**src/rtl/fsfe_regs.svh**
```systemverilog
// constants of the file-system front end: offsets, fields, codes, disk layout
`ifndef FSFE_REGS_SVH
`define FSFE_REGS_SVH

// ------------------------------------------------------------
// register map (byte addresses on the bus)
// ------------------------------------------------------------
`define FSFE_ADDR_CTRL       8'h00
`define FSFE_ADDR_STATUS     8'h04
`define FSFE_ADDR_CAPACITY   8'h08
`define FSFE_CTRL_HOLD_BIT   0
`define FSFE_CTRL_RESET      32'h0000_0000
`define FSFE_STAT_BUSY_BIT   0
`define FSFE_STAT_ERR_BIT    1
`define FSFE_STAT_STATE_LSB  4
`define FSFE_STAT_STATE_MSB  7

// ------------------------------------------------------------
// user command and file size codes
// ------------------------------------------------------------
`define FSFE_UCMD_FORMAT     2'b00
`define FSFE_UCMD_RESERVED   2'b01
`define FSFE_UCMD_WRITE      2'b10
`define FSFE_UCMD_READ       2'b11
`define FSFE_FILE_SIZE_SELECT_RESERVED  3'h7

// ------------------------------------------------------------
// host core command codes (value choices of this block)
// ------------------------------------------------------------
`define FSFE_HCMD_IDENTIFY   2'b00
`define FSFE_HCMD_WRITE      2'b10
`define FSFE_HCMD_READ       2'b11

// ------------------------------------------------------------
// disk layout in 512-byte sectors
// ------------------------------------------------------------
`define FSFE_MB_LOG2         5'd20
`define FSFE_SECTOR_LOG2     5'd9
`define FSFE_MIN_SIZE_LOG2   5'd5
`define FSFE_SYS_SECTORS     48'h0000_0000_8000
`define FSFE_DIR_BASE        48'h0000_0000_4000
`define FSFE_DATA_BASE       48'h0000_0000_8000
`define FSFE_FMT_SECTORS     48'h0000_0000_0008
`define FSFE_HDR_SECTORS     48'h0000_0000_0001
`define FSFE_FMT_WORDS       16'h0400
`define FSFE_HDR_WORDS       16'h0080
`define FSFE_FMT_FILL        32'h0000_0000
`define FSFE_TEST_POINTS     64'h0000_0000_0000_0000
`define FSFE_RX_FULL_MASK    13'h1fff

`endif

```
**src/rtl/fsfe_pkg.sv**
```systemverilog
// types of the file-system front end
package fsfe_pkg;

  // gray codes along init -> idle -> command -> header; the returns to idle change two bits
  typedef enum logic [3:0] {
    ST_INIT    = 4'h0,
    ST_ID_REQ  = 4'h1,
    ST_ID_RUN  = 4'h3,
    ST_CALC    = 4'h2,
    ST_IDLE    = 4'h6,
    ST_CMD_REQ = 4'h7,
    ST_CMD_RUN = 4'h5,
    ST_HDR_REQ = 4'h4,
    ST_HDR_RUN = 4'hc
  } fsfe_state_t;

  typedef enum logic [1:0] {
    OP_FORMAT = 2'b00,
    OP_NONE   = 2'b01,
    OP_WRITE  = 2'b10,
    OP_READ   = 2'b11
  } fsfe_op_t;

  typedef struct packed {
    logic [1:0]  cmd;
    logic [47:0] addr;
    logic [47:0] len;
  } fsfe_host_cmd_t;

  typedef struct packed {
    logic [6:0] year;
    logic [3:0] month;
    logic [4:0] day;
    logic [4:0] hour;
    logic [5:0] minute;
    logic [4:0] two_sec;
  } fsfe_stamp_t;

endpackage

```
**src/rtl/fsfe_wb_regs.sv**
```systemverilog
// classic wishbone slave holding the control, status and capacity words
`include "fsfe_regs.svh"
module fsfe_wb_regs (
  input  wire logic        clk_sys,
  input  wire logic        reset_low,
  input  wire logic [7:0]  wb_adr_i,
  input  wire logic [31:0] wb_dat_i,
  input  wire logic [3:0]  wb_sel_i,
  input  wire logic        wb_we_i,
  input  wire logic        wb_stb_i,
  input  wire logic        wb_cyc_i,
  output logic      [31:0] wb_dat_o,
  output logic             wb_ack_o,
  input  wire logic        stat_busy,
  input  wire logic        stat_error,
  input  wire logic [3:0]  stat_state,
  input  wire logic [15:0] stat_capacity,
  output logic             ctrl_hold
);

  logic [31:0] ctrl_q, ctrl_d;
  logic [31:0] rdata_q, rdata_d;
  logic        ack_q, ack_d;
  logic        take;

  // one access per request; ack drops the cycle after it rose
  assign take = wb_cyc_i && wb_stb_i && !ack_q;

  always_comb begin
    ctrl_d  = ctrl_q;
    rdata_d = rdata_q;
    ack_d   = take;
    if (take) begin
      rdata_d = 32'h0000_0000;
      case (wb_adr_i)
        `FSFE_ADDR_CTRL: begin
          rdata_d = ctrl_q;
          if (wb_we_i && wb_sel_i[0]) begin
            ctrl_d[`FSFE_CTRL_HOLD_BIT] = wb_dat_i[`FSFE_CTRL_HOLD_BIT];
          end
        end
        `FSFE_ADDR_STATUS: begin
          rdata_d[`FSFE_STAT_BUSY_BIT] = stat_busy;
          rdata_d[`FSFE_STAT_ERR_BIT]  = stat_error;
          rdata_d[`FSFE_STAT_STATE_MSB:`FSFE_STAT_STATE_LSB] = stat_state;
        end
        `FSFE_ADDR_CAPACITY: rdata_d[15:0] = stat_capacity;
        // unmapped: acked, reads zero, writes dropped
        default: rdata_d = 32'h0000_0000;
      endcase
    end
  end

  always_ff @(posedge clk_sys) begin
    if (!reset_low) begin
      ctrl_q  <= `FSFE_CTRL_RESET;
      rdata_q <= 32'h0000_0000;
      ack_q   <= 1'b0;
    end else begin
      ctrl_q  <= ctrl_d;
      rdata_q <= rdata_d;
      ack_q   <= ack_d;
    end
  end

  assign wb_dat_o  = rdata_q;
  assign wb_ack_o  = ack_q;
  assign ctrl_hold = ctrl_q[`FSFE_CTRL_HOLD_BIT];

endmodule

```
**src/rtl/fsfe_top.sv**
```systemverilog
// file-system front end: file commands in, sector commands and fifo data out
//
// What this block does
// - active-low reset sampled on clock edge
// - size select codes 32MB..2048MB, 111 reserved
// - megabyte is 1024 times 1024 bytes
// - year input counts from 1980
// - month, day, hour, minute, two-second fields accepted
// - command 00 format, 10 write, 11 read
// - busy high while working, requests refused
// - file capacity output valid after initialization
// - host error flag and kind passed through
// - receive push only if count[15:3] not ones
// - transmit level ignored, empty flag decides
// - receive word valid with its push strobe
// - sector command, address, length, request to host
// - act as fifo pair toward host core
// - pop user data only while not empty
// - busy from reset until initialization completes
// - format ignores first index and file count
//
// The implementer's own choices: the register addresses and the Wishbone register port.
`include "fsfe_regs.svh"
module fsfe_top (
  input  wire logic        clk_sys,
  input  wire logic        reset_low,
  input  wire logic [2:0]  file_size_select,
  input  wire logic [6:0]  create_year,
  input  wire logic [3:0]  create_month,
  input  wire logic [4:0]  create_day,
  input  wire logic [4:0]  create_hour,
  input  wire logic [5:0]  create_minute,
  input  wire logic [4:0]  create_two_seconds,
  input  wire logic [1:0]  file_command,
  input  wire logic [15:0] first_file_index,
  input  wire logic [15:0] file_count,
  input  wire logic        command_request,
  output logic             engine_busy,
  output logic      [15:0] file_capacity,
  output logic             error_flag_out,
  output logic      [31:0] error_kind_out,
  output logic      [63:0] test_points,
  input  wire logic [15:0] rx_fifo_fill_count,
  output logic             rx_fifo_push,
  output logic      [31:0] rx_fifo_push_word,
  input  wire logic [15:0] tx_fifo_level,
  input  wire logic        tx_fifo_empty,
  output logic             tx_fifo_pop,
  input  wire logic [31:0] tx_fifo_pop_word,
  output logic      [1:0]  host_command_out,
  output logic      [47:0] host_sector_address,
  output logic      [47:0] host_sector_length,
  output logic             host_request_out,
  input  wire logic        host_busy_in,
  input  wire logic [47:0] host_disk_capacity,
  input  wire logic        host_error_in,
  input  wire logic [31:0] host_error_kind_in,
  output logic      [15:0] host_side_rx_count,
  input  wire logic        host_side_rx_push,
  input  wire logic [31:0] host_side_rx_word,
  output logic      [15:0] host_side_tx_level,
  output logic             host_side_tx_empty,
  input  wire logic        host_side_tx_pop,
  output logic      [31:0] host_side_tx_word,
  input  wire logic [7:0]  wb_adr_i,
  input  wire logic [31:0] wb_dat_i,
  input  wire logic [3:0]  wb_sel_i,
  input  wire logic        wb_we_i,
  input  wire logic        wb_stb_i,
  input  wire logic        wb_cyc_i,
  output logic      [31:0] wb_dat_o,
  output logic             wb_ack_o
);

  // ------------------------------------------------------------
  // state
  // ------------------------------------------------------------
  fsfe_pkg::fsfe_state_t    state_q, state_d;
  fsfe_pkg::fsfe_op_t       op_q, op_d;
  fsfe_pkg::fsfe_host_cmd_t hcmd_q, hcmd_d;
  fsfe_pkg::fsfe_stamp_t    stamp_now;
  logic [47:0]              disk_cap_q, disk_cap_d;
  logic [15:0]              fcap_q, fcap_d;
  logic [15:0]              sys_words_q, sys_words_d;
  logic [31:0]              sys_word_q, sys_word_d;
  logic                     rx_push_q, rx_push_d;
  logic [31:0]              rx_word_q, rx_word_d;
  logic                     ctrl_hold;

  // ------------------------------------------------------------
  // size arithmetic
  // ------------------------------------------------------------
  logic [4:0]  file_shift;
  logic [47:0] user_area;
  logic [47:0] files_fit;
  logic [15:0] fcap_calc;
  logic        size_ok;
  logic        cmd_ok;
  logic [47:0] user_addr;
  logic [47:0] user_len;
  logic [47:0] dir_addr;
  logic        user_wr_phase;
  logic        rd_phase;
  logic        sys_phase;
  logic        in_cmd;
  logic        rx_has_room;

  // sectors per file = 2^(20 - 9 + 5 + code): binary megabyte
  assign file_shift = `FSFE_MB_LOG2 - `FSFE_SECTOR_LOG2 + `FSFE_MIN_SIZE_LOG2
                      + {2'b00, file_size_select};
  assign size_ok    = (file_size_select != `FSFE_FILE_SIZE_SELECT_RESERVED);
  assign cmd_ok     = (file_command != `FSFE_UCMD_RESERVED);
  assign user_area  = (disk_cap_q > `FSFE_SYS_SECTORS) ?
                      (disk_cap_q - `FSFE_SYS_SECTORS) : 48'h0;
  assign files_fit  = user_area >> file_shift;
  // saturate; reserved size reports no room at all
  assign fcap_calc  = !size_ok ? 16'h0000 :
                      (|files_fit[47:16]) ? 16'hffff : files_fit[15:0];
  assign user_addr  = `FSFE_DATA_BASE + ({32'h0, first_file_index} << file_shift);
  assign user_len   = {32'h0, file_count} << file_shift;
  // one directory sector holds 16 entries
  assign dir_addr   = `FSFE_DIR_BASE + {36'h0, first_file_index[15:4]};

  // packed fat-style stamp: date in the high half, time in the low half
  assign stamp_now = '{year:    create_year,
                       month:   create_month,
                       day:     create_day,
                       hour:    create_hour,
                       minute:  create_minute,
                       two_sec: create_two_seconds};

  // ------------------------------------------------------------
  // sequencer
  // ------------------------------------------------------------
  always_comb begin
    state_d     = state_q;
    op_d        = op_q;
    hcmd_d      = hcmd_q;
    disk_cap_d  = disk_cap_q;
    fcap_d      = fcap_q;
    sys_words_d = sys_words_q;
    case (state_q)
      fsfe_pkg::ST_INIT: begin
        // host core still bringing up the link
        if (!host_busy_in) begin
          hcmd_d  = '{cmd: `FSFE_HCMD_IDENTIFY, addr: 48'h0, len: `FSFE_HDR_SECTORS};
          state_d = fsfe_pkg::ST_ID_REQ;
        end
      end
      fsfe_pkg::ST_ID_REQ: begin
        if (host_busy_in) begin
          state_d = fsfe_pkg::ST_ID_RUN;
        end
      end
      fsfe_pkg::ST_ID_RUN: begin
        if (!host_busy_in) begin
          disk_cap_d = host_disk_capacity;
          state_d    = fsfe_pkg::ST_CALC;
        end
      end
      fsfe_pkg::ST_CALC: begin
        fcap_d  = fcap_calc;
        state_d = fsfe_pkg::ST_IDLE;
      end
      fsfe_pkg::ST_IDLE: begin
        // capacity follows a size change without a new identify
        fcap_d = fcap_calc;
        if (command_request && cmd_ok && size_ok) begin
          state_d = fsfe_pkg::ST_CMD_REQ;
          case (file_command)
            `FSFE_UCMD_FORMAT: begin
              // index and count play no part here
              op_d        = fsfe_pkg::OP_FORMAT;
              hcmd_d      = '{cmd: `FSFE_HCMD_WRITE, addr: 48'h0,
                              len: `FSFE_FMT_SECTORS};
              sys_words_d = `FSFE_FMT_WORDS;
            end
            `FSFE_UCMD_WRITE: begin
              op_d   = fsfe_pkg::OP_WRITE;
              hcmd_d = '{cmd: `FSFE_HCMD_WRITE, addr: user_addr, len: user_len};
            end
            `FSFE_UCMD_READ: begin
              op_d   = fsfe_pkg::OP_READ;
              hcmd_d = '{cmd: `FSFE_HCMD_READ, addr: user_addr, len: user_len};
            end
            default: begin
              op_d    = fsfe_pkg::OP_NONE;
              state_d = fsfe_pkg::ST_IDLE;
            end
          endcase
        end
      end
      fsfe_pkg::ST_CMD_REQ: begin
        if (host_busy_in) begin
          state_d = fsfe_pkg::ST_CMD_RUN;
        end
      end
      fsfe_pkg::ST_CMD_RUN: begin
        if (!host_busy_in) begin
          if (op_q == fsfe_pkg::OP_WRITE) begin
            // header last, so a power loss leaves no half-made file
            hcmd_d      = '{cmd: `FSFE_HCMD_WRITE, addr: dir_addr,
                            len: `FSFE_HDR_SECTORS};
            sys_words_d = `FSFE_HDR_WORDS;
            state_d     = fsfe_pkg::ST_HDR_REQ;
          end else begin
            state_d = fsfe_pkg::ST_IDLE;
          end
        end
      end
      fsfe_pkg::ST_HDR_REQ: begin
        if (host_busy_in) begin
          state_d = fsfe_pkg::ST_HDR_RUN;
        end
      end
      fsfe_pkg::ST_HDR_RUN: begin
        if (!host_busy_in) begin
          op_d    = fsfe_pkg::OP_NONE;
          state_d = fsfe_pkg::ST_IDLE;
        end
      end
      default: state_d = fsfe_pkg::ST_INIT;
    endcase
    // system words leave one per host pop
    if (sys_phase && host_side_tx_pop && (sys_words_q != 16'h0000)) begin
      sys_words_d = sys_words_q - 16'h0001;
    end
  end

  // ------------------------------------------------------------
  // data paths
  // ------------------------------------------------------------
  assign in_cmd        = (state_q == fsfe_pkg::ST_CMD_REQ) ||
                         (state_q == fsfe_pkg::ST_CMD_RUN);
  assign user_wr_phase = in_cmd && (op_q == fsfe_pkg::OP_WRITE);
  assign rd_phase      = in_cmd && (op_q == fsfe_pkg::OP_READ);
  assign sys_phase     = (in_cmd && (op_q == fsfe_pkg::OP_FORMAT)) ||
                         (state_q == fsfe_pkg::ST_HDR_REQ) ||
                         (state_q == fsfe_pkg::ST_HDR_RUN);
  assign rx_has_room   = (rx_fifo_fill_count[15:3] != `FSFE_RX_FULL_MASK);

  always_comb begin
    rx_push_d  = rd_phase && host_side_rx_push && rx_has_room;
    rx_word_d  = host_side_rx_push ? host_side_rx_word : rx_word_q;
    sys_word_d = (op_q == fsfe_pkg::OP_FORMAT) ? `FSFE_FMT_FILL
                                                : 32'(stamp_now);
  end

  always_ff @(posedge clk_sys) begin
    if (!reset_low) begin
      state_q     <= fsfe_pkg::ST_INIT;
      op_q        <= fsfe_pkg::OP_NONE;
      hcmd_q      <= '0;
      disk_cap_q  <= 48'h0;
      fcap_q      <= 16'h0000;
      sys_words_q <= 16'h0000;
      sys_word_q  <= 32'h0000_0000;
      rx_push_q   <= 1'b0;
      rx_word_q   <= 32'h0000_0000;
    end else begin
      state_q     <= state_d;
      op_q        <= op_d;
      hcmd_q      <= hcmd_d;
      disk_cap_q  <= disk_cap_d;
      fcap_q      <= fcap_d;
      sys_words_q <= sys_words_d;
      sys_word_q  <= sys_word_d;
      rx_push_q   <= rx_push_d;
      rx_word_q   <= rx_word_d;
    end
  end

  // ------------------------------------------------------------
  // user side outputs
  // ------------------------------------------------------------
  assign engine_busy       = (state_q != fsfe_pkg::ST_IDLE);
  assign file_capacity     = fcap_q;
  assign error_flag_out    = host_error_in;
  assign error_kind_out    = host_error_kind_in;
  assign test_points       = `FSFE_TEST_POINTS;
  assign rx_fifo_push      = rx_push_q;
  assign rx_fifo_push_word = rx_word_q;
  // the level input is never looked at
  assign tx_fifo_pop       = user_wr_phase && host_side_tx_pop &&
                             !tx_fifo_empty && !ctrl_hold;

  // ------------------------------------------------------------
  // host side outputs
  // ------------------------------------------------------------
  assign host_command_out    = hcmd_q.cmd;
  assign host_sector_address = hcmd_q.addr;
  assign host_sector_length  = hcmd_q.len;
  assign host_request_out    = (state_q == fsfe_pkg::ST_ID_REQ) ||
                               (state_q == fsfe_pkg::ST_CMD_REQ) ||
                               (state_q == fsfe_pkg::ST_HDR_REQ);
  // identify data is swallowed, so report room outside reads
  assign host_side_rx_count  = !rd_phase ? 16'h0000 :
                               ctrl_hold ? 16'hffff : rx_fifo_fill_count;
  assign host_side_tx_empty  = user_wr_phase ? (tx_fifo_empty || ctrl_hold) :
                               sys_phase ? (sys_words_q == 16'h0000) : 1'b1;
  assign host_side_tx_level  = user_wr_phase ? {15'h0000, !host_side_tx_empty} :
                               sys_phase ? sys_words_q : 16'h0000;
  // user words come straight from the fifo, already a clock late
  assign host_side_tx_word   = user_wr_phase ? tx_fifo_pop_word : sys_word_q;

  // ------------------------------------------------------------
  // register bus
  // ------------------------------------------------------------
  fsfe_wb_regs u_regs (
    .clk_sys       (clk_sys),
    .reset_low     (reset_low),
    .wb_adr_i      (wb_adr_i),
    .wb_dat_i      (wb_dat_i),
    .wb_sel_i      (wb_sel_i),
    .wb_we_i       (wb_we_i),
    .wb_stb_i      (wb_stb_i),
    .wb_cyc_i      (wb_cyc_i),
    .wb_dat_o      (wb_dat_o),
    .wb_ack_o      (wb_ack_o),
    .stat_busy     (engine_busy),
    .stat_error    (host_error_in),
    .stat_state    (state_q),
    .stat_capacity (fcap_q),
    .ctrl_hold     (ctrl_hold)
  );

endmodule

```
**config.mk**
```make
export PLATFORM = sky130hd
export DESIGN_NAME = fsfe_top
export DESIGN_NICKNAME = d
export VERILOG_FILES = /design/src/rtl/fsfe_pkg.sv /design/src/rtl/fsfe_wb_regs.sv /design/src/rtl/fsfe_top.sv
export VERILOG_INCLUDE_DIRS = /design/src /design/src/rtl
export SDC_FILE = /design/constraint.sdc
export NUM_CORES = 1
export LEC_CHECK = 0
export ABC_CLOCK_PERIOD_IN_PS = 3540
export BUFFER_PORTS_ARGS = -buffer_cell sky130_fd_sc_hd__buf_4
export CORE_AREA = 2 2 254 256
export CTS_CLUSTER_SIZE = 16
export DETAILED_ROUTE_END_ITERATION = 10
export DIE_AREA = 0 0 256 258
export GPL_TIMING_DRIVEN = 0
export PLACE_DENSITY = 0.51
export SETUP_SLACK_MARGIN = 0.3
export SLEW_MARGIN = 10
export SYNTH_ARGS = -nofsm -noshare
export SYNTH_HDL_FRONTEND = slang
export SYNTH_SLANG_ARGS = --single-unit
```
**constraint.sdc**
```tcl
create_clock -name clk_sys -period 3.54 [get_ports clk_sys]
set_input_delay 0.354 -clock clk_sys [delete_from_list [all_inputs] [get_ports clk_sys]]
set_output_delay 0.354 -clock clk_sys [all_outputs]
set_load 0.03 [all_outputs]
```
Word-level counts from Yosys, hierarchy flattened --
Cells that the tools add are included.
Word-level totals: output and inout bits 345, flip-flop bits (word level) 267, RAM bits 0, memories 0, ROM bits 0, word-level logic and storage cells 142, latch bits 0, bits of input ports 300
Operators by class: bitwise logic cells 2, muxes and demuxes 41, reductions and logical operators 44, shift operators 3, order comparisons 1, multipliers 0, $add $sub $neg 5, eq/ne operators 32, div/mod/pow operators 0
Operators with widths (count):
- one-hot mux 98 bit (3 select lines) | 2
- 2-to-1 mux 98 bit | 4
- 2-to-1 mux 16 bit | 11
- left shift 16 x 5 -> 48 bit | 2
- adder 16 x 48 -> 48 bit, first input constant | 1
- greater-than comparator 48 x 16 -> 1 bit, second input constant | 1
- 2-to-1 mux 48 bit | 1
- >> shifter 48 x 5 -> 48 bit | 1
- subtractor 48 x 16 -> 48 bit, second input constant | 1
- one-hot mux 4 bit (9 select lines) | 1
- 2-to-1 mux 32 bit | 1
- 2-to-1 mux 4 bit | 8
- one-hot mux 16 bit (2 select lines) | 1
- OR reduction 32 bit | 1
- inequality test 2 bit, second input constant | 9
- adder 15 x 12 -> 16 bit, first input constant | 1
- equality test 4 x 3 -> 1 bit, second input constant | 4
- zero test 16 bit | 1
- nonzero test 16 bit | 1
- subtractor 16 x 1 -> 16 bit, second input constant | 1
- logical AND 1 bit | 15
- inequality test 3 bit, second input constant | 5
- inequality test 13 bit, second input constant | 1
- one-hot mux 2 bit (3 select lines) | 2
- 30 further kinds | 52

Logic depth before layout (Yosys ltp) --
Gate-level depths: netlist (run 1).
depth after elaboration 9, depth in mapped cells 12, depth with buffers taken out 10

Hierarchy --
Synthesis (run 1) repeated with hierarchy kept, for this count alone.
Second synthesis, totals: cells, all modules 1622, area total of the unflattened synthesis 13011.2 µm²
Modules (own cells, without submodules):
- fsfe_top | times used 1, area an instance 12114.1 µm², cells an instance 1528, seq. area each 4304.1 µm²
- fsfe_wb_regs | times used 1, area an instance 897.1 µm², cells an instance 94, seq. area each 360.3 µm²

Worst setup path after synthesis (run 1) --
No wires, ideal clock.
path type register -> register, from reg disk_cap_q[15], to reg fcap_q[14], in the netlist file_capacity[14], data required time 3.409 ns, setup slack 0.552 ns, arrival 2.857 ns, path buffers 2, setup time 0.131 ns, cell stages (with the launch flop) 13, clock period less this slack 2.988 ns, cell sequence dfxtp_1 > inv_1 > ha_1 > or4b_1 > clkbuf_1 > nor3_1 > nand3_1 > xnor2_1 > a21o_1 > o41a_1 > nor3_4 > buf_6 > o211ai_2
Between the ends: cells in the longest elaborated chain, start to end 6, elaborated cells on any way between the ends 7, those cells by class 1 x add/sub; 1 x order compare; 1 x shift; 3 x mux; 1 x reduce/logical
RTL lines:
- from (decl) | RTL line fsfe_top.sv:82 | logic [47:0] disk_cap_q, disk_cap_d;
- from (signal assigned) | RTL line fsfe_top.sv:264 | disk_cap_q <= disk_cap_d;
- subtractor 48 x 16 -> 48 bit (no line) or greater-than comparator 48 x 16 -> 1 bit (tied branches)
- 2-to-1 mux 48 bit * | RTL line fsfe_top.sv:113 | assign user_area = (disk_cap_q > `FSFE_SYS_SECTORS) ?
- >> shifter 48 x 5 -> 48 bit * | RTL line fsfe_top.sv:115 | assign files_fit = user_area >> file_shift;
- OR reduction 32 bit | RTL line fsfe_top.sv:118 | (|files_fit[47:16]) ? 16'hffff : files_fit[15:0];
- 2-to-1 mux 16 bit * | RTL line fsfe_top.sv:118
- 2-to-1 mux 16 bit * | RTL line fsfe_top.sv:117 | assign fcap_calc = !size_ok ? 16'h0000 :
- to (signal assigned) | RTL line fsfe_top.sv:265 | fcap_q <= fcap_d;
- to (decl) | RTL line fsfe_top.sv:83 | logic [15:0] fcap_q, fcap_d;
Every way passes the cells marked *; elsewhere a longest branch is shown, timed or not. A chain may end at the register's enable or synchronous reset.

Worst setup path in the final report (run 1) --
from reg disk_cap_q[29], to reg fcap_q[0], in the netlist file_capacity[0]
Same word-level chain as after synthesis.

==> results of run 1 <==
==> worst max-delay path by stage <==
stage	startpoint	endpoint	slack (ns)	depth (start not counted)
after floorplan	disk_cap_q[15]	file_capacity[14]	0.55	12
after global placement	file_size_select[0]	host_sector_length[22]	-0.46	12
after detailed placement	file_size_select[0]	host_sector_address[32]	-0.44	12
after CTS	disk_cap_q[15]	file_capacity[15]	0.32	12
after global routing	disk_cap_q[30]	file_capacity[15]	0.24	11
final	disk_cap_q[29]	file_capacity[0]	0.34	11
==> report_power, final <==
group          switching [uW]  internal (uW)  total [uW]  leakage (uW)
logic                    2270           1400        3670       0.00655
clock network            1270           2170        3430      0.000548
registers                 164           2760        2930       0.00190
total                    3700           6330       10000       0.00900
==> cells by family after synthesis <==
family | count (synthesis)
XOR/XNOR | 20
flip-flops | 233
multiplexers | 139
AO/OA/AOI/OAI | 320
AND/OR/NAND/NOR | 634
adder cells (fa/ha/maj) | 3
other | 1
buffers and inverters | 282
==> cell type report <==
class	instances	area share
multi-input cells	1230	0.368
flip-flops and latches	233	0.231
repair buffers	543	0.211
plain buffers	269	0.0802
well taps	855	0.0528
clock buffers	39	0.0412
clock inverters	17	0.0137
inverters	13	0.00241
diodes	2	0.000247
==> through the flow <==
| step | cells | util | hold slack, ns | total power (uW) |
|---|---|---|---|---|
| 2_1_floorplan | 1745 | - | 0.436 | 5100 |
| 3_3_place_gp | 3044 | 0.282 | 0.445 | 6210 |
| 3_5_place_dp | 3044 | 0.282 | 0.449 | 6240 |
| 4_1_cts | 3181 | 0.313 | 0.0000615 | 9880 |
| 5_1_grt | 3200 | 0.318 | 0.00854 | 10500 |
| 6_report | 3201 | 0.318 | 0.0318 | 10000 |
==> placed cells by master, fill, tap and decap left out, types with 17 or more instances in the layout <==
cell	netlist	routed
buf_4	147	617
dfxtp_1	233	229
nor2_1	209	208
nand2_1	164	163
a21oi_1	154	153
conb_1	1	114
clkbuf_1	99	89
mux2i_1	80	80
dlygate4sd3_1	0	73
and2_1	51	51
nor3_1	56	48
mux2_2	44	44
nand3_1	34	33
a22oi_1	32	32
clkbuf_16	0	30
o21ai_0	22	21
nand4_1	17	17
==> routing by layer <==
metal / up-vias / routed length (um)
met5: - / 36
met4: 6 / 1370
met3: 84 / 4100
met2: 539 / 27300
met1: 6810 / 26000
li1: 6862 / -
==> worst max-delay path, stage by stage (launching register included) <==
cell and delay (ns):
dfxtp_2 0.31, buf_6 0.11, or4_4 0.53, or2_1 0.25, buf_6 0.14, o31a_1 0.26
a21o_1 0.18, a22o_1 0.23, o41a_1 0.46, nor3_4 0.32, buf_6 0.17, o221ai_2 0.09
==> sequential cells by signal, summed over array words and instances (netlist names), 2 cells and up <==
signal	cells
host_sector_address	37
state_q	4
u_regs.wb_dat_o	16
host_command_out	2
host_sector_length	25
sys_words_q	16
sys_word_q	32
rx_fifo_push_word	32
file_capacity	16
disk_cap_q	48
op_q	2
==> what timing repair did <==
item | 4_1_cts | 5_1_grt
pin swaps | 6 | 11
cloned | 0 | 1
hold buffers | 73 | 0
endpoints found under the setup margin | 71 | 41
resized for setup | 17 | 66
buffers inserted | 8 | 17
hold endpoints to repair | 73 | 0
==> results_tabular.tex, run 1 <==
\begin{tabular}{lr}
\hline
Metric & Value \\
\hline
\multicolumn{2}{l}{\textbf{Run status}} \\
Run status & finished, final reports clean \\
\multicolumn{2}{l}{\textbf{Floorplan}} \\
Number of placement rows & 93 \\
Die area & 0.0660 mm2 \\
Die W & 256 um \\
Floorplan die height & 258 um \\
Effective utilization at floorplan & 0.206 \\
Area of the core & $\sim$0.064 mm2 \\
I/O pin cnt & 645 \\
\multicolumn{2}{l}{\textbf{Yosys}} \\
Primary flip-flop cell chosen by synthesis mapping & dfxtp\_1 \\
Most frequent cell after synthesis & dfxtp\_1 \\
Sequential-to-total area share from yosys stat & 0.355 \\
Post-synthesis compound-gate area fraction & 0.154 \\
Mapped Area & 0.0131 mm2 \\
EDFF count, synth & 0 \\
Portion of netlist area occupied by mux cells & 0.121 \\
Share of synthesized cell area in full adder, half adder and majority cells & 0.00286 \\
Number of cells produced by synthesis & roughly 1600 \\
Library cell occupying the most area in the post-synthesis netlist & dfxtp\_1 \\
Per-instance average area after synthesis & 8.05 um2 \\
Synth top cells by count & dfxtp\_1 (233), nor2\_1 (209), nand2\_1 (164) \\
Area fraction in and, or, nand and nor cells after synthesis & 0.230 \\
Count of warnings emitted by yosys & 0 \\
Xor and xnor fraction of the mapped netlist area & 0.0133 \\
Leading cell types by total area after synthesis & dfxtp\_1 (36\%), buf\_4 (8.4\%), mux2i\_1 (6.1\%), nor2\_1 (6.0\%), a21oi\_1 (5.9\%) \\
Dominant combinational cell family by area after synthesis & simple AND/OR/NAND/NOR gates \\
Register bit total from synthesis & 233 \\
Count of different cell masters after synthesis & 76 \\
Async SR Flop Fraction & 0 \\
Proportion of netlist area held by the largest area contributor & 0.355 \\
\multicolumn{2}{l}{\textbf{Route}} \\
Average wire length per cell after detail routing & about 18 um \\
Routed via count & 14301 \\
Via-to-Cell Ratio & 4.47 \\
Starting DRC count in detailed routing & 871 \\
Number of iterations in the first detailed-routing pass & 5 \\
Number of nets with antenna violations after routing & 0 \\
Drt total wl & 58800 um \\
\# DRC & 0 \\
\multicolumn{2}{l}{\textbf{Setup path}} \\
Required @ worst endpoint & 3.97 ns \\
Arrival time at the worst endpoint & 3.63 ns \\
Worst setup path category & reg2reg \\
Worst R2R End & file\_capacity[0] \\
Register-to-register setup slack & roughly 0.34 ns \\
Logic depth of the worst register-to-register path & 11 \\
Endpoint kind of the worst setup timing path & register \\
Startpoint types & register \\
Largest driver fanout on the critical path & 7 \\
Worst R2R Start & disk\_cap\_q[29] \\
\multicolumn{2}{l}{\textbf{Global routing}} \\
Busiest layer in global routing & met2 \\
Wire length of the first global-routing pass & 85900 um \\
Vias in the first global route & 13935 \\
Overall Global Routing Usage & 0.168 \\
Pin count of the biggest net entering global routing & 16 \\
Grt met3 use & 0.0381 \\
Initial antenna violation count & 5 \\
Total grt overflow & 0 \\
Met1 Use GR & 0.220 \\
Fraction of met2 tracks used by global routing & 0.279 \\
\multicolumn{2}{l}{\textbf{Timing}} \\
Unrepaired setup endpoints after global routing & yes \\
Clock period minus final worst setup slack & 3.20 ns \\
Sum of negative setup slack & 0 ns \\
Total count of hold-check failures in the final report & 0 \\
Timing-limited maximum frequency & 0.312 GHz \\
Largest clock skew in the final design & 0.0162 ns \\
Period utilization & 0.904 \\
Setup violators final & 0 \\
Min setup slack post-route & 0.339 ns \\
Worst-Margin Slew & 1.01 ns \\
Final max-slew violation count & 0 \\
Max\_slew headroom & 0.324 \\
\multicolumn{2}{l}{\textbf{Layout}} \\
Number of nets in the layout & 2623 \\
Layout cell share with drive strength beyond 1 & 0.340 \\
Area added between synthesis and finish & 54.1\% \\
Area used by sequential logic in the layout & 0.00467 mm2 \\
Post-Layout Inst Area & 0.0202 mm2 \\
Fillers & a little under 7000 \\
Multi-input combinational cell area & 0.00745 mm2 \\
\multicolumn{2}{l}{\textbf{Clock network}} \\
Cell chosen for the clock root & clkbuf\_16 \\
Maximum buffer depth of the clock tree & 3 \\
H-tree depth reported by CTS & 1 \\
CTS sink count & 233 \\
CTS tree & done \\
Worst-Skew Late Latency & 0.58 ns \\
Clock-pin transition on the worst setup and hold timing paths & roughly 0.060 ns \\
Number of buffers inserted during clock tree synthesis & 30 \\
\multicolumn{2}{l}{\textbf{Power}} \\
Leakage & 0.00900 uW \\
Maximum vdd drop & $\sim$0.35 mV \\
Power per Cell Area & around 500 mW/mm2 \\
\multicolumn{2}{l}{\textbf{Placement}} \\
Pre-CTS setup slack & -0.444 ns \\
Number of port buffers & 444 \\
Post-detail-place hpwl & 47500 um \\
Final estimated routing congestion in global placement & 0.893 \\
Post-placement cell area & 0.0180 mm2 \\
\multicolumn{2}{l}{\textbf{Worst hold path}} \\
Terminating pin of the worst hold path & disk\_cap\_q[21] \\
Worst min-delay path class & in2reg \\
Worst hold path cell count & 3 \\
Worst hold start & host\_disk\_capacity[21] \\
\multicolumn{2}{l}{\textbf{Flow run}} \\
Max-cap violations & 0 \\
\hline
\end{tabular}
(Power assumes the default switching activity.)
==> inputs of run 2 (changes only) <==
Settings changed: ABC_CLOCK_PERIOD_IN_PS 3540 to 4050.
Clock period 3.54 ns to 4.05 ns, I/O delays scaled along.
==> run 2 against run 1 <==
- clock skew up 0.013 ns
- critical path depth down 6
- design area down 4.5%
- global-route usage down 0.099 points
- combinational power down 21%
- largest power group is now the clock network
- first-iteration DRC count down 3.2%
==> results_tabular.tex, run 2 (synthesis results as in run 1) <==
\begin{tabular}{lr}
\hline
Metric & Value \\
\hline
\multicolumn{2}{l}{\textbf{Global routing}} \\
Vias in the first global route & 13639 \\
Met1 Use GR & 0.221 \\
Fraction of met2 tracks used by global routing & 0.278 \\
Initial antenna violation count & 5 \\
Total grt overflow & 0 \\
Overall Global Routing Usage & 0.167 \\
Wire length of the first global-routing pass & 85400 um \\
Pin count of the biggest net entering global routing & 16 \\
Busiest layer in global routing & met2 \\
Grt met3 use & 0.0345 \\
\multicolumn{2}{l}{\textbf{Setup path}} \\
Worst R2R Start & disk\_cap\_q[25] \\
Worst R2R End & file\_capacity[8] \\
Startpoint types & register \\
Logic depth of the worst register-to-register path & 10 \\
Arrival time at the worst endpoint & 3.14 ns \\
Largest driver fanout on the critical path & 10 \\
Worst setup path category & reg2out \\
Endpoint kind of the worst setup timing path & output port \\
Register-to-register setup slack & approximately 0.54 ns \\
Required @ worst endpoint & about 3.6 ns \\
\multicolumn{2}{l}{\textbf{Placement}} \\
Post-detail-place hpwl & 47500 um \\
Final estimated routing congestion in global placement & 0.893 \\
Number of port buffers & 444 \\
\multicolumn{2}{l}{\textbf{Route}} \\
Drt total wl & between 50000 and 60000 um \\
Number of iterations in the first detailed-routing pass & 5 \\
Number of nets with antenna violations after routing & 0 \\
\# DRC & 0 \\
Via-to-Cell Ratio & 4.46 \\
Average wire length per cell after detail routing & around 19 um \\
Starting DRC count in detailed routing & 843 \\
Routed via count & 13954 \\
\multicolumn{2}{l}{\textbf{Layout}} \\
Most frequent standard cell in the layout excluding fill and tap cells & buf\_4 \\
Layout cell share with drive strength beyond 1 & 0.321 \\
Number of nets in the layout & 2548 \\
Number of flip-flops under the largest register name & 48 \\
Area added between synthesis and finish & 47.3\% \\
Commonest non-fill, non-tap cells in the layout & buf\_4 (593), dfxtp\_1 (233), nor2\_1 (209), nand2\_1 (164), a21oi\_1 (154) \\
Final cell utilization of the core & 0.304 \\
Most flops, register & disk\_cap\_q \\
Fillers & 6818 \\
\multicolumn{2}{l}{\textbf{Floorplan}} \\
Number of placement rows & 93 \\
Die W & 256 um \\
Floorplan die height & roughly 260 um \\
I/O pin cnt & 645 \\
Area of the core & 0.0636 mm2 \\
Effective utilization at floorplan & 0.206 \\
Die area & 0.0660 mm2 \\
\multicolumn{2}{l}{\textbf{Timing}} \\
Timing-limited maximum frequency & about 0.28 GHz \\
Worst-Margin Slew & 1.00 ns \\
Period utilization & 0.875 \\
Unrepaired setup endpoints after global routing & no \\
Final max-slew violation count & 0 \\
Clock period minus final worst setup slack & 3.55 ns \\
Sum of negative setup slack & 0 ns \\
Max\_slew headroom & 0.331 \\
Largest clock skew in the final design & 0.0291 ns \\
Setup violators final & 0 \\
Total count of hold-check failures in the final report & 0 \\
\multicolumn{2}{l}{\textbf{Power}} \\
Power per Cell Area & 437 mW/mm2 \\
Maximum vdd drop & 0.311 mV \\
Leakage & around 0.0086 uW \\
\multicolumn{2}{l}{\textbf{Clock network}} \\
Clock-pin transition on the worst setup and hold timing paths & 0.06 ns \\
CTS tree & done \\
Number of buffers inserted during clock tree synthesis & 30 \\
Maximum buffer depth of the clock tree & 3 \\
Worst-Skew Late Latency & 0.59 ns \\
CTS sink count & 233 \\
Cell chosen for the clock root & clkbuf\_16 \\
H-tree depth reported by CTS & 1 \\
\multicolumn{2}{l}{\textbf{Worst hold path}} \\
Terminating pin of the worst hold path & sys\_word\_q[22] \\
Worst min-delay path class & in2reg \\
Worst hold start & create\_month[1] \\
Worst hold path cell count & 2 \\
\multicolumn{2}{l}{\textbf{Flow run}} \\
Max-cap violations & 0 \\
\multicolumn{2}{l}{\textbf{Run status}} \\
Run status & finished, final reports clean \\
\hline
\end{tabular}
[run 2: cell count changes in the layout (fill, tap and decap cells not counted), moves of 5 or more]
cell | before | now
buf_4 | 617 | 593
nor3_1 | 48 | 53
buf_6 | 7 | 2
dlygate4sd3_1 | 73 | 22
clkbuf_1 | 89 | 102
clkbuf_2 | 9 | 2
[run 2: worst max-delay path: stages (launching register included)]
cell and delay [ns]:
dfxtp_1 0.44, clkbuf_1 0.54, nand4_1 0.77, clkbuf_1 0.41, nor2_1 0.18, buf_4 0.18
[run 2: per-layer routing]
layer | wire [um] | share of wire
met5 | 30 | 0.00051
met2 | 27100 | 0.46
met3 | 4030 | 0.069
met4 | 1190 | 0.020
met1 | 26000 | 0.45
[run 2: report_power, final]
part,total (uW),internal [uW],leakage (uW),switching (uW)
clock,3000,1890,0.000548,1110
combinational,2900,1020,0.00613,1880
sequential,2560,2410,0.00189,142
[run 2: how the worst max path moves through the flow]
stage | from | to | slack, ns | depth (start not counted)
floorplan | disk_cap_q[15] | file_capacity[14] | 1.06 | 12
detailed placement | file_size_select[0] | host_sector_address[32] | 0.01 | 12
global placement | file_size_select[0] | host_sector_length[22] | 0.002 | 12
global route | disk_cap_q[21] | file_capacity[14] | 0.33 | 11
finish | state_q[2] | host_side_rx_count[9] | 0.50 | 5
CTS | disk_cap_q[17] | file_capacity[8] | 0.35 | 11
[run 2: what timing repair did]
item                                   4_1_cts  5_1_grt
hold buffers                                22        0
buffers inserted                             0        2
endpoints found under the hold margin       22        0
setup endpoints to repair                    0       18
gates resized for setup                      0        6
[run 2: per-stage QoR]
stage / setup slack (ns) / cells / hold WS [ns] / total power (uW) / area [um2]
3_3_place_gp: 0.00151 / 3044 / 0.445 / 5430 / 18000
2_1_floorplan: 1.06 / 1745 / 0.436 / 4450 / 13600
3_5_place_dp: 0.0146 / 3044 / 0.449 / 5460 / 18000
5_1_grt: 0.334 / 3125 / 0.00856 / 8900 / 19300
4_1_cts: 0.346 / 3122 / 0.00243 / 8520 / 19300
6_report: 0.504 / 3127 / 0.0294 / 8460 / 19300
[run 2: area by class of cell]
cell class | instances | area, um2 | area share
inverter | 13 | 48.8 | 0.00252
tap | 855 | 1070 | 0.0553
clock buffer | 39 | 835 | 0.0431
sequential | 233 | 4660 | 0.241
clock inverter | 17 | 278 | 0.0144
antenna | 3 | 7.51 | 0.000388
timing repair buffer | 468 | 3570 | 0.184
buffer | 269 | 1580 | 0.0819
multi-input combinational | 1230 | 7290 | 0.377
==> inputs of run 3 (changes only) <==
Settings changed: RECOVER_POWER set to 50.
==> run 3 against run 2 <==
- global-route usage unchanged
- core utilization down 0.97 points
- sequential share of layout area up 0.79 points
- via count unchanged
- non-clock buffer count unchanged
- routed wire length down 0.15%
- maximum frequency up 1.7%
- sequential power about the same
- largest power group unchanged
==> results_tabular.tex, run 3 (synthesis results as in run 1) <==
\begin{tabular}{lr}
\hline
Metric & Value \\
\hline
\multicolumn{2}{l}{\textbf{Run status}} \\
Run status & finished, final reports clean \\
\multicolumn{2}{l}{\textbf{Global routing}} \\
Vias in the first global route & 13639 \\
Pin count of the biggest net entering global routing & 16 \\
Total grt overflow & 0 \\
Overall Global Routing Usage & 0.167 \\
Initial antenna violation count & 5 \\
Wire length of the first global-routing pass & 85400 um \\
\multicolumn{2}{l}{\textbf{Clock network}} \\
Maximum buffer depth of the clock tree & 3 \\
Clock-pin transition on the worst setup and hold timing paths & 0.06 ns \\
Worst-Skew Late Latency & 0.59 ns \\
CTS tree & done \\
CTS sink count & 233 \\
Number of buffers inserted during clock tree synthesis & 30 \\
H-tree depth reported by CTS & 1 \\
Cell chosen for the clock root & clkbuf\_16 \\
\multicolumn{2}{l}{\textbf{Timing}} \\
Largest clock skew in the final design & 0.0267 ns \\
Unrepaired setup endpoints after global routing & no \\
Hold WS & 0.0284 ns \\
Worst-Margin Slew & 0.981 ns \\
Final max-slew violation count & 0 \\
Period utilization & 0.861 \\
Timing-limited maximum frequency & 0.287 GHz \\
Sum of negative setup slack & 0 ns \\
Setup violators final & 0 \\
Clock period minus final worst setup slack & between 3 and 4 ns \\
Total count of hold-check failures in the final report & 0 \\
Max\_slew headroom & 0.346 \\
\multicolumn{2}{l}{\textbf{Route}} \\
Drt total wl & 58200 um \\
WL met1 & about 26000 um \\
Top routing layer in use & met5 \\
Via-to-Cell Ratio & between 4 and 5 \\
\# DRC & 0 \\
Number of iterations in the first detailed-routing pass & 7 \\
Number of nets with antenna violations after routing & 0 \\
Starting DRC count in detailed routing & 851 \\
Routed length on met3 & 3910 um \\
Routed via count & 13954 \\
Amount of wire on met2 after detailed routing & 27000 um \\
Average wire length per cell after detail routing & 18.6 um \\
\multicolumn{2}{l}{\textbf{Floorplan}} \\
Number of placement rows & just over 90 \\
I/O pin cnt & between 600 and 700 \\
Floorplan die height & approximately 260 um \\
Effective utilization at floorplan & 0.206 \\
Die area & about 0.066 mm2 \\
Area of the core & 0.0636 mm2 \\
Die W & 256 um \\
\multicolumn{2}{l}{\textbf{Power}} \\
Power share of the clock group & 0.358 \\
Maximum vdd drop & 0.311 mV \\
Power per Cell Area & 448 mW/mm2 \\
Leakage & 0.00788 uW \\
Switch Pwr & around 3100 uW \\
Sw frac & 0.373 \\
Fraction of power consumed by sequential logic & 0.305 \\
Relative contribution of combinational cells to total power & 0.338 \\
Internal portion of total power & approximately 5300 uW \\
\multicolumn{2}{l}{\textbf{Layout}} \\
Most frequent standard cell in the layout excluding fill and tap cells & buf\_4 \\
Layout cell share with drive strength beyond 1 & 0.249 \\
Commonest non-fill, non-tap cells in the layout & buf\_4 (428), clkbuf\_1 (269), dfxtp\_1 (233), nor2\_1 (209), nand2\_1 (164) \\
Number of nets in the layout & about 2500 \\
Area added between synthesis and finish & 42.6\% \\
Number of flip-flops under the largest register name & 48 \\
Most flops, register & disk\_cap\_q \\
\multicolumn{2}{l}{\textbf{Worst hold path}} \\
Worst hold path cell count & 2 \\
Worst min-delay path class & in2reg \\
\multicolumn{2}{l}{\textbf{Setup path}} \\
Crit path cell chain & nor4\_2, nand4\_1, clkbuf\_2, nor3\_1, xnor2\_1, nand4b\_1, o41a\_1, nor3\_4, buf\_6, o211ai\_2 \\
Worst R2R End & file\_capacity[8] \\
Worst R2R Start & disk\_cap\_q[25] \\
Max stage delay cell, worst path & nor4\_2 \\
Largest driver fanout on the critical path & 10 \\
Launching element of the worst setup path & disk\_cap\_q[25] \\
Logic depth of the worst register-to-register path & 10 \\
Register-to-register setup slack & 0.56 ns \\
Endpoint kind of the worst setup timing path & register \\
Crit path to & file\_capacity[8] \\
Required @ worst endpoint & 4.49 ns \\
Arrival time at the worst endpoint & just under 4 ns \\
Biggest cell delay along the critical path & between 0.5 and 0.6 ns \\
Worst setup path category & reg2reg \\
Startpoint types & register \\
\multicolumn{2}{l}{\textbf{Flow run}} \\
Max-cap violations & 0 \\
\multicolumn{2}{l}{\textbf{Placement}} \\
Final estimated routing congestion in global placement & 0.893 \\
Post-detail-place hpwl & 47500 um \\
Number of port buffers & around 440 \\
\hline
\end{tabular}
-- run 3: power groups by stage --
| stage | sequential [uW] | clock (uW) | combinational [uW] |
|---|---|---|---|
| 2_1_floorplan | 2660 | 0 | 1790 |
| 3_3_place_gp | 2610 | 0 | 2820 |
| 3_5_place_dp | 2610 | 0 | 2850 |
| 4_1_cts | 2560 | 3080 | 2880 |
| 5_1_grt | 2570 | 3180 | 3070 |
| 6_report | 2550 | 3000 | 2830 |
-- run 3: worst max-delay path: cells and delay by family (launching register included) --
kind | cells | cell delay [ns]
flops | 1 | 0.38
compound gates | 2 | 0.57
xor+xnor | 1 | 0.15
simple gates | 5 | 1.73
buf+inv | 2 | 0.51
-- run 3: repair_timing --
action	4_1_cts	5_1_grt
hold buffers	22	0
gates resized for setup	0	6
endpoints found under the setup margin	0	18
endpoints found under the hold margin	22	0
buffers inserted	0	2
-- run 3: worst min path at each step --
stage | start | to
floorplan | disk_cap_q[13] | disk_cap_q[13]
global placement | disk_cap_q[14] | disk_cap_q[14]
detailed placement | disk_cap_q[7] | disk_cap_q[7]
CTS | create_month[1] | sys_word_q[22]
global route | create_month[1] | sys_word_q[22]
finish | create_month[1] | sys_word_q[22]
-- run 3: area by class of cell --
cell class / count / area [um2]
Fill cell: 6957 / 44900
Multi-Input combinational cell: 1230 / 7290
Sequential cell: 233 / 4660
Timing Repair Buffer: 468 / 2950
Buffer: 269 / 1580
Tap cell: 855 / 1070
Clock buffer: 39 / 835
Clock inverter: 17 / 278
Inverter: 13 / 48.8
Antenna cell: 4 / 10.0
-- run 3: per-layer routing --
layer	vias up	global-route usage
met1	6614	0.221
met3	69	0.0345
met5	-	0
met4	4	0.0424
met2	549	0.278
li1	6718	-
-- run 3: through the flow --
stage | utilization | setup WS [ns] | total power (uW) | cell area, um2 | cells
2_1_floorplan | - | 1.06 | 4450 | 13600 | 1745
3_3_place_gp | 0.282 | 0.00151 | 5430 | 18000 | 3044
3_5_place_dp | 0.282 | 0.0146 | 5460 | 18000 | 3044
4_1_cts | 0.303 | 0.346 | 8520 | 19300 | 3122
5_1_grt | 0.294 | 0.334 | 8830 | 18700 | 3125
6_report | 0.294 | 0.564 | 8390 | 18700 | 3128
